File: src/core/draft_pkg.sv
package draft_pkg;

    // ------------------------------------------------------------------
    // Clock and timing
    // ------------------------------------------------------------------
    localparam int CLK_HZ = 50_000_000;
    localparam int CYC_PER_MS = CLK_HZ / 1000;
    localparam int MOD_PERIOD_MS = 1000;
    localparam int MOD_PULSE_MS = 200;
    localparam int MOD_PERIOD_CYC = MOD_PERIOD_MS * CYC_PER_MS;
    localparam int MOD_PULSE_CYC = MOD_PULSE_MS * CYC_PER_MS;

    // ------------------------------------------------------------------
    // Register map (byte addresses)
    // ------------------------------------------------------------------
    localparam logic [7:0] CTRL_OFS = 8'h00;
    localparam logic [7:0] SETPT_OFS = 8'h04;
    localparam logic [7:0] STATUS_OFS = 8'h08;
    localparam logic [7:0] CLEAR_OFS = 8'h0c;
    localparam logic [31:0] CTRL_RST = 32'h0000_0000;
    localparam logic [31:0] SETPT_RST = 32'h0000_0000;
    localparam int CLEAR_DRAFT_BIT = 0;
    localparam int CLEAR_GLOBAL_BIT = 1;
    localparam int ST_ALARM_CODE_LSB = 8;
    localparam int ST_ALARM_BIT = 10;
    localparam int ST_PROOF_LSB = 11;
    localparam int ST_CMD_LSB = 14;
    localparam int ST_PHASE_LSB = 24;

    // ------------------------------------------------------------------
    // Burner phases
    // ------------------------------------------------------------------
    localparam logic [7:0] PH_LOCK_HI = 8'h02;
    localparam logic [7:0] PH_STBY_A = 8'h0a;
    localparam logic [7:0] PH_STBY_B = 8'h0c;
    localparam logic [7:0] PH_PURGE_LO = 8'h14;
    localparam logic [7:0] PH_PURGE_DL = 8'h1e;
    localparam logic [7:0] PH_PURGE_HI = 8'h22;
    localparam logic [7:0] PH_IGN_LO = 8'h24;
    localparam logic [7:0] PH_IGN_DL = 8'h28;
    localparam logic [7:0] PH_IGN_HI = 8'h36;
    localparam logic [7:0] PH_RUN_A = 8'h3c;
    localparam logic [7:0] PH_RUN_B = 8'h3e;
    localparam logic [7:0] PH_POST_LO = 8'h46;
    localparam logic [7:0] PH_POST_DL = 8'h4a;
    localparam logic [7:0] PH_POST_HI = 8'h4e;
    localparam logic [7:0] PH_VPT_LO = 8'h50;
    localparam logic [7:0] PH_VPT_HI = 8'h53;

    localparam logic [1:0] ALM_NONE = 2'h0;
    localparam logic [1:0] ALM_PURGE = 2'h1;
    localparam logic [1:0] ALM_LIGHT = 2'h2;
    localparam logic [1:0] ALM_POST = 2'h3;

    // ------------------------------------------------------------------
    // Types
    // ------------------------------------------------------------------
    typedef enum logic [6:0] {
        ST_MANUAL = 7'h01,
        ST_IDLE = 7'h02,
        ST_DRIVE_OPEN = 7'h04,
        ST_SWITCH_OPEN = 7'h08,
        ST_DRIVE_CLOSED = 7'h10,
        ST_DRIVE_IGN = 7'h20,
        ST_MODULATING = 7'h40
    } cmd_status_t;

    typedef enum logic [2:0] {
        MOD_WAIT = 3'h1,
        MOD_RAISE = 3'h2,
        MOD_LOWER = 3'h4
    } mod_state_t;

    // Control register, low bits upward: deadband, polarity, rotation, jogs, force, selector
    typedef struct packed {
        logic selector_open;
        logic manual_force;
        logic jog_open;
        logic jog_close;
        logic rot_ccw;
        logic sp_negative;
        logic [7:0] deadband;
    } ctrl_t;

    typedef struct packed {
        logic open;
        logic close;
        logic ign;
    } damper_cmd_t;

endpackage

File: src/core/draft_damper_sequencer.sv
`timescale 1ns/100ps
// Contract
// - Selector open holds continuous open command
// - Auto: phases 0-2,80-83 open; 10,12 close
// - Phases 20-34 open; alarm 1 if unproven by 30
// - Phases 36-54 ignition; alarm 2 by 40
// - Phases 60,62 modulate with pulses to setpoint
// - Phases 70-78 open; alarm 3 by 74
// - Active alarm forces open until manual reset
// - Unlisted phases give no command and report idle status
// - Status distinguishes every command cause except alarm open, which reports drive-open like phase open
// - Rotation direction and setpoint polarity configurable
// - Manual force takes jog buttons while held
// - Global alarm clear also clears draft alarms
module draft_damper_sequencer
    import draft_pkg::*;
#(
    parameter int MOD_PERIOD = MOD_PERIOD_CYC,
    parameter int MOD_PULSE = MOD_PULSE_CYC
) (
    input wire logic pclk,
    input wire logic presetn,
    input wire logic psel,
    input wire logic penable,
    input wire logic pwrite,
    input wire logic [7:0] paddr,
    input wire logic [31:0] pwdata,
    output logic [31:0] prdata,
    output logic pready,
    output logic pslverr,
    input wire logic [7:0] burner_phase,
    input wire logic fuel_oil,
    input wire logic signed [15:0] draft_level,
    input wire logic open_proven,
    input wire logic closed_proven,
    input wire logic ign_proven,
    output logic damper_open,
    output logic damper_close,
    output logic damper_ign,
    output logic draft_alarm,
    output logic [1:0] alarm_code,
    output cmd_status_t cmd_status
);

    // ------------------------------------------------------------------
    // Input synchronisers
    // ------------------------------------------------------------------
    // Draft and phase are multi-bit; both change slowly relative to pclk,
    // so a one-cycle skew between bits is tolerated.
    localparam int SYNC_W = 8 + 1 + 16 + 3;
    logic [SYNC_W-1:0] sync1_reg;
    logic [SYNC_W-1:0] sync2_reg;
    logic [7:0] phase;
    logic oil_sel;
    logic signed [15:0] draft;
    logic open_pv;
    logic closed_pv;
    logic ign_pv;

    always_ff @(posedge pclk or negedge presetn) begin
        if (!presetn) begin
            sync1_reg <= '0;
            sync2_reg <= '0;
        end else begin
            sync1_reg <= {burner_phase, fuel_oil, draft_level, open_proven, closed_proven, ign_proven};
            sync2_reg <= sync1_reg;
        end
    end

    assign {phase, oil_sel, draft, open_pv, closed_pv, ign_pv} = sync2_reg;

    // ------------------------------------------------------------------
    // APB slave
    // ------------------------------------------------------------------
    ctrl_t ctrl_reg;
    logic [31:0] setpt_reg;
    logic clear_req;
    logic wr_en;
    logic rd_en;
    logic addr_ok;
    logic [31:0] status_word;
    damper_cmd_t cmd_reg;

    assign pready = 1'b1;
    assign addr_ok = (paddr == CTRL_OFS) || (paddr == SETPT_OFS) ||
                     (paddr == STATUS_OFS) || (paddr == CLEAR_OFS);
    assign pslverr = psel && penable && !addr_ok;
    assign wr_en = psel && penable && pwrite && addr_ok;
    assign rd_en = psel && !penable && !pwrite;

    always_ff @(posedge pclk or negedge presetn) begin
        if (!presetn) begin
            ctrl_reg <= ctrl_t'(CTRL_RST[$bits(ctrl_t)-1:0]);
            setpt_reg <= SETPT_RST;
        end else if (wr_en) begin
            if (paddr == CTRL_OFS) begin
                ctrl_reg <= ctrl_t'(pwdata[$bits(ctrl_t)-1:0]);
            end
            if (paddr == SETPT_OFS) begin
                setpt_reg <= pwdata;
            end
        end
    end

    // Alarm clear is a write-one pulse; nothing inside clears it on its own
    assign clear_req = wr_en && (paddr == CLEAR_OFS) &&
                       (pwdata[CLEAR_DRAFT_BIT] || pwdata[CLEAR_GLOBAL_BIT]);

    always_comb begin
        status_word = '0;
        status_word[6:0] = cmd_status;
        status_word[ST_ALARM_CODE_LSB +: 2] = alarm_code;
        status_word[ST_ALARM_BIT] = draft_alarm;
        status_word[ST_PROOF_LSB +: 3] = {ign_pv, closed_pv, open_pv};
        status_word[ST_CMD_LSB +: 3] = cmd_reg;
        status_word[ST_PHASE_LSB +: 8] = phase;
    end

    // Read data is captured in the setup cycle so it stands through access
    always_ff @(posedge pclk or negedge presetn) begin
        if (!presetn) begin
            prdata <= '0;
        end else if (rd_en) begin
            case (paddr)
                CTRL_OFS: prdata <= 32'(ctrl_reg);
                SETPT_OFS: prdata <= setpt_reg;
                STATUS_OFS: prdata <= status_word;
                default: prdata <= '0;
            endcase
        end
    end

    // ------------------------------------------------------------------
    // Proof tracking and draft alarms
    // ------------------------------------------------------------------
    logic in_purge;
    logic in_light;
    logic in_post;
    logic seen_purge_reg;
    logic seen_light_reg;
    logic seen_post_reg;
    logic purge_open_missed;
    logic light_off_position_missed;
    logic post_purge_open_missed;
    logic raise_any;
    logic [1:0] raise_code;

    assign in_purge = (phase >= PH_PURGE_LO) && (phase <= PH_PURGE_HI);
    assign in_light = (phase >= PH_IGN_LO) && (phase <= PH_IGN_HI);
    assign in_post = (phase >= PH_POST_LO) && (phase <= PH_POST_HI);

    // A proof seen anywhere in the window counts, even if it drops later
    always_ff @(posedge pclk or negedge presetn) begin
        if (!presetn) begin
            seen_purge_reg <= 1'b0;
            seen_light_reg <= 1'b0;
            seen_post_reg <= 1'b0;
        end else begin
            seen_purge_reg <= in_purge && (seen_purge_reg || open_pv);
            seen_light_reg <= in_light && (seen_light_reg || ign_pv);
            seen_post_reg <= in_post && (seen_post_reg || open_pv);
        end
    end

    assign purge_open_missed = in_purge && (phase >= PH_PURGE_DL) && !seen_purge_reg && !open_pv;
    assign light_off_position_missed = in_light && (phase >= PH_IGN_DL) &&
                                       !seen_light_reg && !ign_pv;
    assign post_purge_open_missed = in_post && (phase >= PH_POST_DL) && !seen_post_reg && !open_pv;
    assign raise_any = purge_open_missed || light_off_position_missed || post_purge_open_missed;
    assign raise_code = purge_open_missed ? ALM_PURGE :
                        light_off_position_missed ? ALM_LIGHT : ALM_POST;

    // Raise wins over a clear in the same cycle; the first code is kept
    always_ff @(posedge pclk or negedge presetn) begin
        if (!presetn) begin
            draft_alarm <= 1'b0;
            alarm_code <= ALM_NONE;
        end else if (raise_any) begin
            draft_alarm <= 1'b1;
            if (!draft_alarm) begin
                alarm_code <= raise_code;
            end
        end else if (clear_req) begin
            draft_alarm <= 1'b0;
            alarm_code <= ALM_NONE;
        end
    end

    // ------------------------------------------------------------------
    // Modulation pulse generator
    // ------------------------------------------------------------------
    mod_state_t mod_reg;
    logic [31:0] mod_cnt_reg;
    logic modulating;
    logic signed [16:0] sp_sel;
    logic signed [17:0] err;
    logic signed [17:0] err_pol;
    logic want_raise;
    logic want_lower;
    logic pulse_open;
    logic pulse_close;

    assign sp_sel = oil_sel ? 17'(signed'(setpt_reg[31:16])) : 17'(signed'(setpt_reg[15:0]));
    assign err = 18'(draft) - 18'(sp_sel);
    assign err_pol = ctrl_reg.sp_negative ? -err : err;
    assign want_raise = err_pol > $signed({10'h000, ctrl_reg.deadband});
    assign want_lower = err_pol < -$signed({10'h000, ctrl_reg.deadband});

    // Each period is one decision: one pulse or none, then a quiet rest
    always_ff @(posedge pclk or negedge presetn) begin
        if (!presetn) begin
            mod_reg <= MOD_WAIT;
            mod_cnt_reg <= '0;
        end else if (!modulating) begin
            mod_reg <= MOD_WAIT;
            mod_cnt_reg <= '0;
        end else begin
            mod_cnt_reg <= (mod_cnt_reg == 32'(MOD_PERIOD - 1)) ? '0 : mod_cnt_reg + 32'h1;
            case (mod_reg)
                MOD_WAIT: begin
                    if (mod_cnt_reg == '0 && want_raise) begin
                        mod_reg <= MOD_RAISE;
                    end else if (mod_cnt_reg == '0 && want_lower) begin
                        mod_reg <= MOD_LOWER;
                    end
                end
                MOD_RAISE, MOD_LOWER: begin
                    // The decision lands at count 1, so ending at MOD_PULSE gives a full-length pulse
                    if (mod_cnt_reg == 32'(MOD_PULSE)) begin
                        mod_reg <= MOD_WAIT;
                    end
                end
                default: mod_reg <= MOD_WAIT;
            endcase
        end
    end

    // Counter-clockwise mounting swaps which drive output opens the damper
    assign pulse_open = ctrl_reg.rot_ccw ? (mod_reg == MOD_LOWER) : (mod_reg == MOD_RAISE);
    assign pulse_close = ctrl_reg.rot_ccw ? (mod_reg == MOD_RAISE) : (mod_reg == MOD_LOWER);

    // ------------------------------------------------------------------
    // Command selection
    // ------------------------------------------------------------------
    damper_cmd_t cmd_next;
    cmd_status_t status_next;

    assign modulating = !ctrl_reg.selector_open && !draft_alarm && !raise_any && !ctrl_reg.manual_force &&
                        ((phase == PH_RUN_A) || (phase == PH_RUN_B));

    always_comb begin
        cmd_next = '0;
        status_next = ST_IDLE;
        if (ctrl_reg.selector_open) begin
            cmd_next.open = 1'b1;
            status_next = ST_SWITCH_OPEN;
        end else if (draft_alarm || raise_any) begin
            cmd_next.open = 1'b1;
            status_next = ST_DRIVE_OPEN;
        end else if (ctrl_reg.manual_force) begin
            cmd_next.open = ctrl_reg.jog_open && !ctrl_reg.jog_close;
            cmd_next.close = ctrl_reg.jog_close && !ctrl_reg.jog_open;
            status_next = ST_MANUAL;
        end else if (phase <= PH_LOCK_HI || (phase >= PH_VPT_LO && phase <= PH_VPT_HI) ||
                     in_purge || in_post) begin
            cmd_next.open = 1'b1;
            status_next = ST_DRIVE_OPEN;
        end else if (phase == PH_STBY_A || phase == PH_STBY_B) begin
            cmd_next.close = 1'b1;
            status_next = ST_DRIVE_CLOSED;
        end else if (in_light) begin
            cmd_next.ign = 1'b1;
            status_next = ST_DRIVE_IGN;
        end else if (modulating) begin
            cmd_next.open = pulse_open;
            cmd_next.close = pulse_close;
            status_next = ST_MODULATING;
        end
    end

    always_ff @(posedge pclk or negedge presetn) begin
        if (!presetn) begin
            cmd_reg <= '0;
            cmd_status <= ST_IDLE;
        end else begin
            cmd_reg <= cmd_next;
            cmd_status <= status_next;
        end
    end

    assign {damper_open, damper_close, damper_ign} = cmd_reg;
endmodule

File: config.mk
export PLATFORM = sky130hd
export DESIGN_NAME = draft_damper_sequencer
export DESIGN_NICKNAME = d
export VERILOG_FILES = /design/src/core/draft_pkg.sv /design/src/core/draft_damper_sequencer.sv
export SDC_FILE = /design/constraint.sdc
export NUM_CORES = 1
export LEC_CHECK = 0
export ABC_AREA = 1
export BUFFER_PORTS_ARGS = -buffer_cell sky130_fd_sc_hd__buf_2
export CORE_ASPECT_RATIO = 0.8
export CORE_MARGIN = 2
export CORE_UTILIZATION = 50
export CTS_CLUSTER_DIAMETER = 50
export CTS_CLUSTER_SIZE = 24
export DETAILED_ROUTE_END_ITERATION = 12
export PLACE_DENSITY = 0.74
export SLEW_MARGIN = 20
export SYNTH_ARGS = -nofsm -noshare
export SYNTH_HDL_FRONTEND = slang
export SYNTH_SLANG_ARGS = --single-unit
File: constraint.sdc
create_clock -name pclk -period 4.4 [get_ports pclk]
set_clock_uncertainty 0.1 [all_clocks]
set_input_delay 0.22 -clock pclk [delete_from_list [all_inputs] [get_ports pclk]]
set_output_delay 0.22 -clock pclk [all_outputs]
set_load 0.05 [all_outputs]
==> run_summary.xml <==
<?xml version="1.0" encoding="UTF-8"?>
<metrics>
  <group name="worst_setup_path">
    <metric name="critPathMaxFanout" unit="">16</metric>
    <metric name="cp.arrival" unit="ns">4.39</metric>
    <metric name="slowest_delay" unit="ns">0.43</metric>
    <metric name="critPathMostFrequentCell" unit="">sky130_fd_sc_hd__nand2_1</metric>
    <metric name="critical_path_required" unit="ns">4.63</metric>
    <metric name="critPathKind" unit="">register to register</metric>
    <metric name="slowest_stage" unit="">sky130_fd_sc_hd__dfrtp_2</metric>
    <metric name="crit_path_end_kind" unit="">register</metric>
    <metric name="worst_setup_path_start_kind" unit="">register</metric>
  </group>
  <group name="floorplan">
    <metric name="initial_core_util" unit="%">50.75</metric>
    <metric name="io-pin-count" unit="">120</metric>
    <metric name="dieHeight" unit="µm">130.4</metric>
    <metric name="placement_rows" unit="">46</metric>
    <metric name="die_width" unit="µm">162.0</metric>
    <metric name="floorplan.die_area" unit="µm²">21130</metric>
    <metric name="core_footprint" unit="µm²">19680</metric>
  </group>
  <group name="grt">
    <metric name="first_pass_grt_wire_length" unit="µm">44930</metric>
    <metric name="grt-ovfl-total" unit="">0</metric>
    <metric name="first_global_vias" unit="">8887</metric>
    <metric name="groute.usage.overall" unit="%">27.15</metric>
    <metric name="grt_start_max_net_pins" unit="">105</metric>
    <metric name="antenna_found_initial" unit="">1</metric>
  </group>
  <group name="pwr">
    <metric name="final_total_power" unit="µW">3768</metric>
    <metric name="pwr-share-comb" unit="%">13.5</metric>
    <metric name="seq_power_share" unit="%">46.0</metric>
    <metric name="p_sw" unit="µW">1096</metric>
    <metric name="power.clock.fraction" unit="%">40.5</metric>
    <metric name="power.internal" unit="µW">2672</metric>
    <metric name="power_switching_share" unit="%">29.09</metric>
    <metric name="irDropWorstVdd" unit="mV">0.1955</metric>
    <metric name="power_leakage" unit="µW">0.006176</metric>
    <metric name="power-per-cell-area" unit="nW/µm²">308.6</metric>
  </group>
  <group name="cts">
    <metric name="cts.clk_slew.worst_paths" unit="ns">0.08</metric>
    <metric name="clk_root_buf" unit="">sky130_fd_sc_hd__clkbuf_16</metric>
    <metric name="cts_made_buffers" unit="">17</metric>
    <metric name="h_tree_level_count" unit="">4</metric>
    <metric name="cts.sink_count" unit="">184</metric>
    <metric name="ctsLongestPathBuffers" unit="">2</metric>
    <metric name="worst_skew_pair.late_latency" unit="ns">0.44</metric>
    <metric name="cts_tree" unit="">built</metric>
  </group>
  <group name="synth">
    <metric name="share_of_synthesized_area_occupied_by_flip_flops_and_latches" unit="%">46.12</metric>
    <metric name="main_combinational_cell_family_by_area_after_synthesis" unit="">simple AND/OR/NAND/NOR gates</metric>
    <metric name="post_synth_num_cell_types" unit="">49</metric>
    <metric name="syn_inst" unit="">1295</metric>
    <metric name="synth-async-reset-ratio" unit="%">100.0</metric>
    <metric name="yosys.area_share.simple" unit="%">28.82</metric>
    <metric name="synth_largest_area_cell" unit="">sky130_fd_sc_hd__dfrtp_1</metric>
    <metric name="synth-edff-count" unit="">0</metric>
    <metric name="postSynthNetCount" unit="">1413</metric>
    <metric name="synth.area.mux_share" unit="%">0</metric>
    <metric name="synth_xor_xnor_area_share" unit="%">1.666</metric>
    <metric name="ys_dominant_reg_cell" unit="">sky130_fd_sc_hd__dfrtp_1</metric>
    <metric name="synth_largest_type_area_fraction" unit="%">45.59</metric>
    <metric name="post_synth.cell_area_avg" unit="µm²">7.714</metric>
    <metric name="warnings_synthesis" unit="">0</metric>
    <metric name="synth_compound_gate_area_share" unit="%">9.206</metric>
    <metric name="synth_seq_cells" unit="">184</metric>
    <metric name="netlist_area" unit="µm²">9990</metric>
    <metric name="synthAdderAreaFrac" unit="%">5.711</metric>
    <metric name="synth_area_leaders" unit="">sky130_fd_sc_hd__dfrtp_1 46%, sky130_fd_sc_hd__nand2_1 13%, sky130_fd_sc_hd__inv_1 6.9%, sky130_fd_sc_hd__ha_1 5.5%, sky130_fd_sc_hd__nor2_1 4.7%</metric>
  </group>
  <group name="placement">
    <metric name="io_buffers" unit="">118</metric>
    <metric name="place_ws" unit="ns">0.3073</metric>
    <metric name="placed_wire_length_estimate" unit="µm">20190</metric>
    <metric name="dpl.cell_count" unit="">1656</metric>
    <metric name="routabilityCongestion" unit="">0.9671</metric>
  </group>
  <group name="status">
    <metric name="status" unit="">finished clean</metric>
  </group>
  <group name="hold_path">
    <metric name="min_path_type" unit="">input pin to register</metric>
  </group>
  <group name="sta">
    <metric name="final_hold_viol_count" unit="">0</metric>
    <metric name="relSlewSlack" unit="%">31.49</metric>
    <metric name="setup_slack" unit="ns">0.2329</metric>
    <metric name="max_freq" unit="GHz">0.2400</metric>
    <metric name="fin_setup_tns" unit="ns">0</metric>
    <metric name="finalCriticalPeriod" unit="ns">4.167</metric>
    <metric name="drv_slew" unit="">0</metric>
    <metric name="report.final.setup_viol" unit="">0</metric>
    <metric name="final_min_period_over_clock_period" unit="%">94.71</metric>
    <metric name="max_slew.worst_pin.slew" unit="ns">1.024</metric>
  </group>
  <group name="final_layout">
    <metric name="layout.filler_cells" unit="">1716</metric>
    <metric name="fraction_of_layout_cells_with_a_size_suffix_above_1" unit="%">16.24</metric>
    <metric name="syn_to_final_growth" unit="%">22.21</metric>
    <metric name="layoutNonFillerInstCount" unit="">1749</metric>
    <metric name="number_of_nets_in_the_layout" unit="">1590</metric>
    <metric name="post-route-util" unit="%">62.02</metric>
  </group>
  <group name="route">
    <metric name="drt-vias-per-instance" unit="">5.303</metric>
    <metric name="wl_per_cell" unit="µm">15.97</metric>
    <metric name="drtAntennaViolNets" unit="">0</metric>
    <metric name="via_count" unit="">9275</metric>
    <metric name="drc" unit="">0</metric>
    <metric name="drt-pass1-iter-count" unit="">6</metric>
    <metric name="dr.first_iter.drc_count" unit="">737</metric>
    <metric name="routed_wirelength" unit="µm">27940</metric>
  </group>
  <group name="run">
    <metric name="maxCapViolCount" unit="">0</metric>
  </group>
</metrics>
[final cells by class]
type                       count  area [µm²]  share of cell area [%]
clock inverter                14       151.4                   1.240
sequential                   184        4608                   37.75
clock buffer                  17       425.4                   3.485
inverter                     194       728.2                   5.965
tap                          264       330.3                   2.706
antenna                        1       2.502                 0.02050
multi-input combinational    889        4677                   38.31
timing repair buffer         186        1285                   10.53
[placed cells by master, fill, tap and decap left out, types with 3 or more instances in the layout]
master / synthesis / layout
sky130_fd_sc_hd__nand2_2: 5 / 14
sky130_fd_sc_hd__a221oi_1: 8 / 8
sky130_fd_sc_hd__nor2_4: 2 / 3
sky130_fd_sc_hd__nor4_2: 2 / 4
sky130_fd_sc_hd__nand3_2: 3 / 5
sky130_fd_sc_hd__o211ai_1: 3 / 3
sky130_fd_sc_hd__inv_1: 183 / 181
sky130_fd_sc_hd__xor2_1: 17 / 15
sky130_fd_sc_hd__buf_2: 2 / 117
sky130_fd_sc_hd__nand4_1: 20 / 20
sky130_fd_sc_hd__o21ai_0: 77 / 75
sky130_fd_sc_hd__ha_2: 0 / 3
sky130_fd_sc_hd__o22ai_1: 9 / 9
sky130_fd_sc_hd__a31oi_1: 3 / 3
sky130_fd_sc_hd__dfrtp_1: 182 / 181
sky130_fd_sc_hd__nand3b_1: 5 / 5
sky130_fd_sc_hd__ha_1: 44 / 39
sky130_fd_sc_hd__nand3_1: 67 / 65
sky130_fd_sc_hd__nor2_1: 126 / 116
sky130_fd_sc_hd__nor4_1: 17 / 15
sky130_fd_sc_hd__nor2_2: 9 / 18
sky130_fd_sc_hd__a21oi_1: 52 / 50
sky130_fd_sc_hd__clkbuf_16: 0 / 18
sky130_fd_sc_hd__inv_2: 9 / 11
sky130_fd_sc_hd__nor3_1: 35 / 34
sky130_fd_sc_hd__buf_4: 2 / 11
sky130_fd_sc_hd__o21ai_1: 2 / 4
sky130_fd_sc_hd__inv_6: 0 / 6
sky130_fd_sc_hd__o31ai_1: 5 / 5
sky130_fd_sc_hd__nor3b_1: 4 / 4
sky130_fd_sc_hd__inv_8: 0 / 3
sky130_fd_sc_hd__dlygate4sd3_1: 0 / 54
sky130_fd_sc_hd__nand2_1: 353 / 344
[metal layers]
| metal | up-vias | share of wire, % | GRT usage (%) |
|---|---|---|---|
| met3 | 39 | 6.2 | 4.830 |
| met5 | - | 0 | 0 |
| met4 | 0 | 1.9 | 7.913 |
| met2 | 365 | 45 | 43.20 |
| met1 | 4337 | 47 | 38.57 |
| li1 | 4534 | - | - |
[worst max-delay path: cells and delay by family, from the launching register on]
kind | cells | cell delay, ns
buffers and inverters | 3 | 0.36
flip-flops | 1 | 0.43
AND/OR/NAND/NOR | 21 | 1.91
AO/OA/AOI/OAI | 3 | 0.49
adder cells (fa/ha/maj) | 2 | 0.73
[power groups by stage]
stage | registers [µW] | clock network [µW] | logic, µW
detailed placement | 1770 | 0 | 435
global placement | 1770 | 0 | 427
global route | 1740 | 1600 | 574
finish | 1730 | 1520 | 508
CTS | 1730 | 1540 | 476
floorplan | 1770 | 0 | 273
[synth_stat cells, types with 3 or more instances]
master / number
sky130_fd_sc_hd__nor2_2: 9
sky130_fd_sc_hd__xor2_1: 17
sky130_fd_sc_hd__nor3b_1: 4
sky130_fd_sc_hd__o31ai_1: 5
sky130_fd_sc_hd__a221oi_1: 8
sky130_fd_sc_hd__o21ai_0: 77
sky130_fd_sc_hd__clkbuf_1: 23
sky130_fd_sc_hd__inv_2: 9
sky130_fd_sc_hd__nand2_1: 353
sky130_fd_sc_hd__o22ai_1: 9
sky130_fd_sc_hd__o211ai_1: 3
sky130_fd_sc_hd__nand4_1: 20
sky130_fd_sc_hd__nand2_2: 5
sky130_fd_sc_hd__a31oi_1: 3
sky130_fd_sc_hd__nor4_1: 17
sky130_fd_sc_hd__ha_1: 44
sky130_fd_sc_hd__inv_1: 183
sky130_fd_sc_hd__nand3_1: 67
sky130_fd_sc_hd__nor3_1: 35
sky130_fd_sc_hd__nand3_2: 3
sky130_fd_sc_hd__dfrtp_1: 182
sky130_fd_sc_hd__a21oi_1: 52
sky130_fd_sc_hd__nor2_1: 126
sky130_fd_sc_hd__nand3b_1: 5
[final timing paths]
kind                               start            end  slack [ns]  depth (start not counted)
min in group asynchronous        presetn  setpt_reg[23]        0.34                          2
min reg2reg                 sync1_reg[4]   sync2_reg[4]        0.25                          0
min                            pwdata[2]   setpt_reg[2]        0.03                          3
max                        sync2_reg[19]     mod_reg[1]        0.23                         29
max reg2reg                sync2_reg[19]     mod_reg[1]        0.23                         29
max in group asynchronous        presetn     mod_reg[0]        2.82                          3
[cells by family after synthesis]
kind of cell / after synthesis
compound gates: 166
xor+xnor: 19
fa+ha+maj: 45
flops: 184
buf+inv: 222
simple gates: 658
other cells: 1
[per-stage QoR]
step	hold slack, ns	cell area, µm²
2_1_floorplan	-0.1756	9990
3_3_place_gp	0.2276	10900
3_5_place_dp	0.2294	10900
4_1_cts	0.01819	12020
5_1_grt	0.02898	12210
6_report	0.03056	12210
[repair_timing]
action / CTS / global route
setup endpoints to repair: 0 / 3
endpoints found under the hold margin: 163 / 0
hold buffers: 54 / 0
setup buffers: 0 / 6
gates resized for setup: 0 / 38
(Power assumes the default switching activity.)
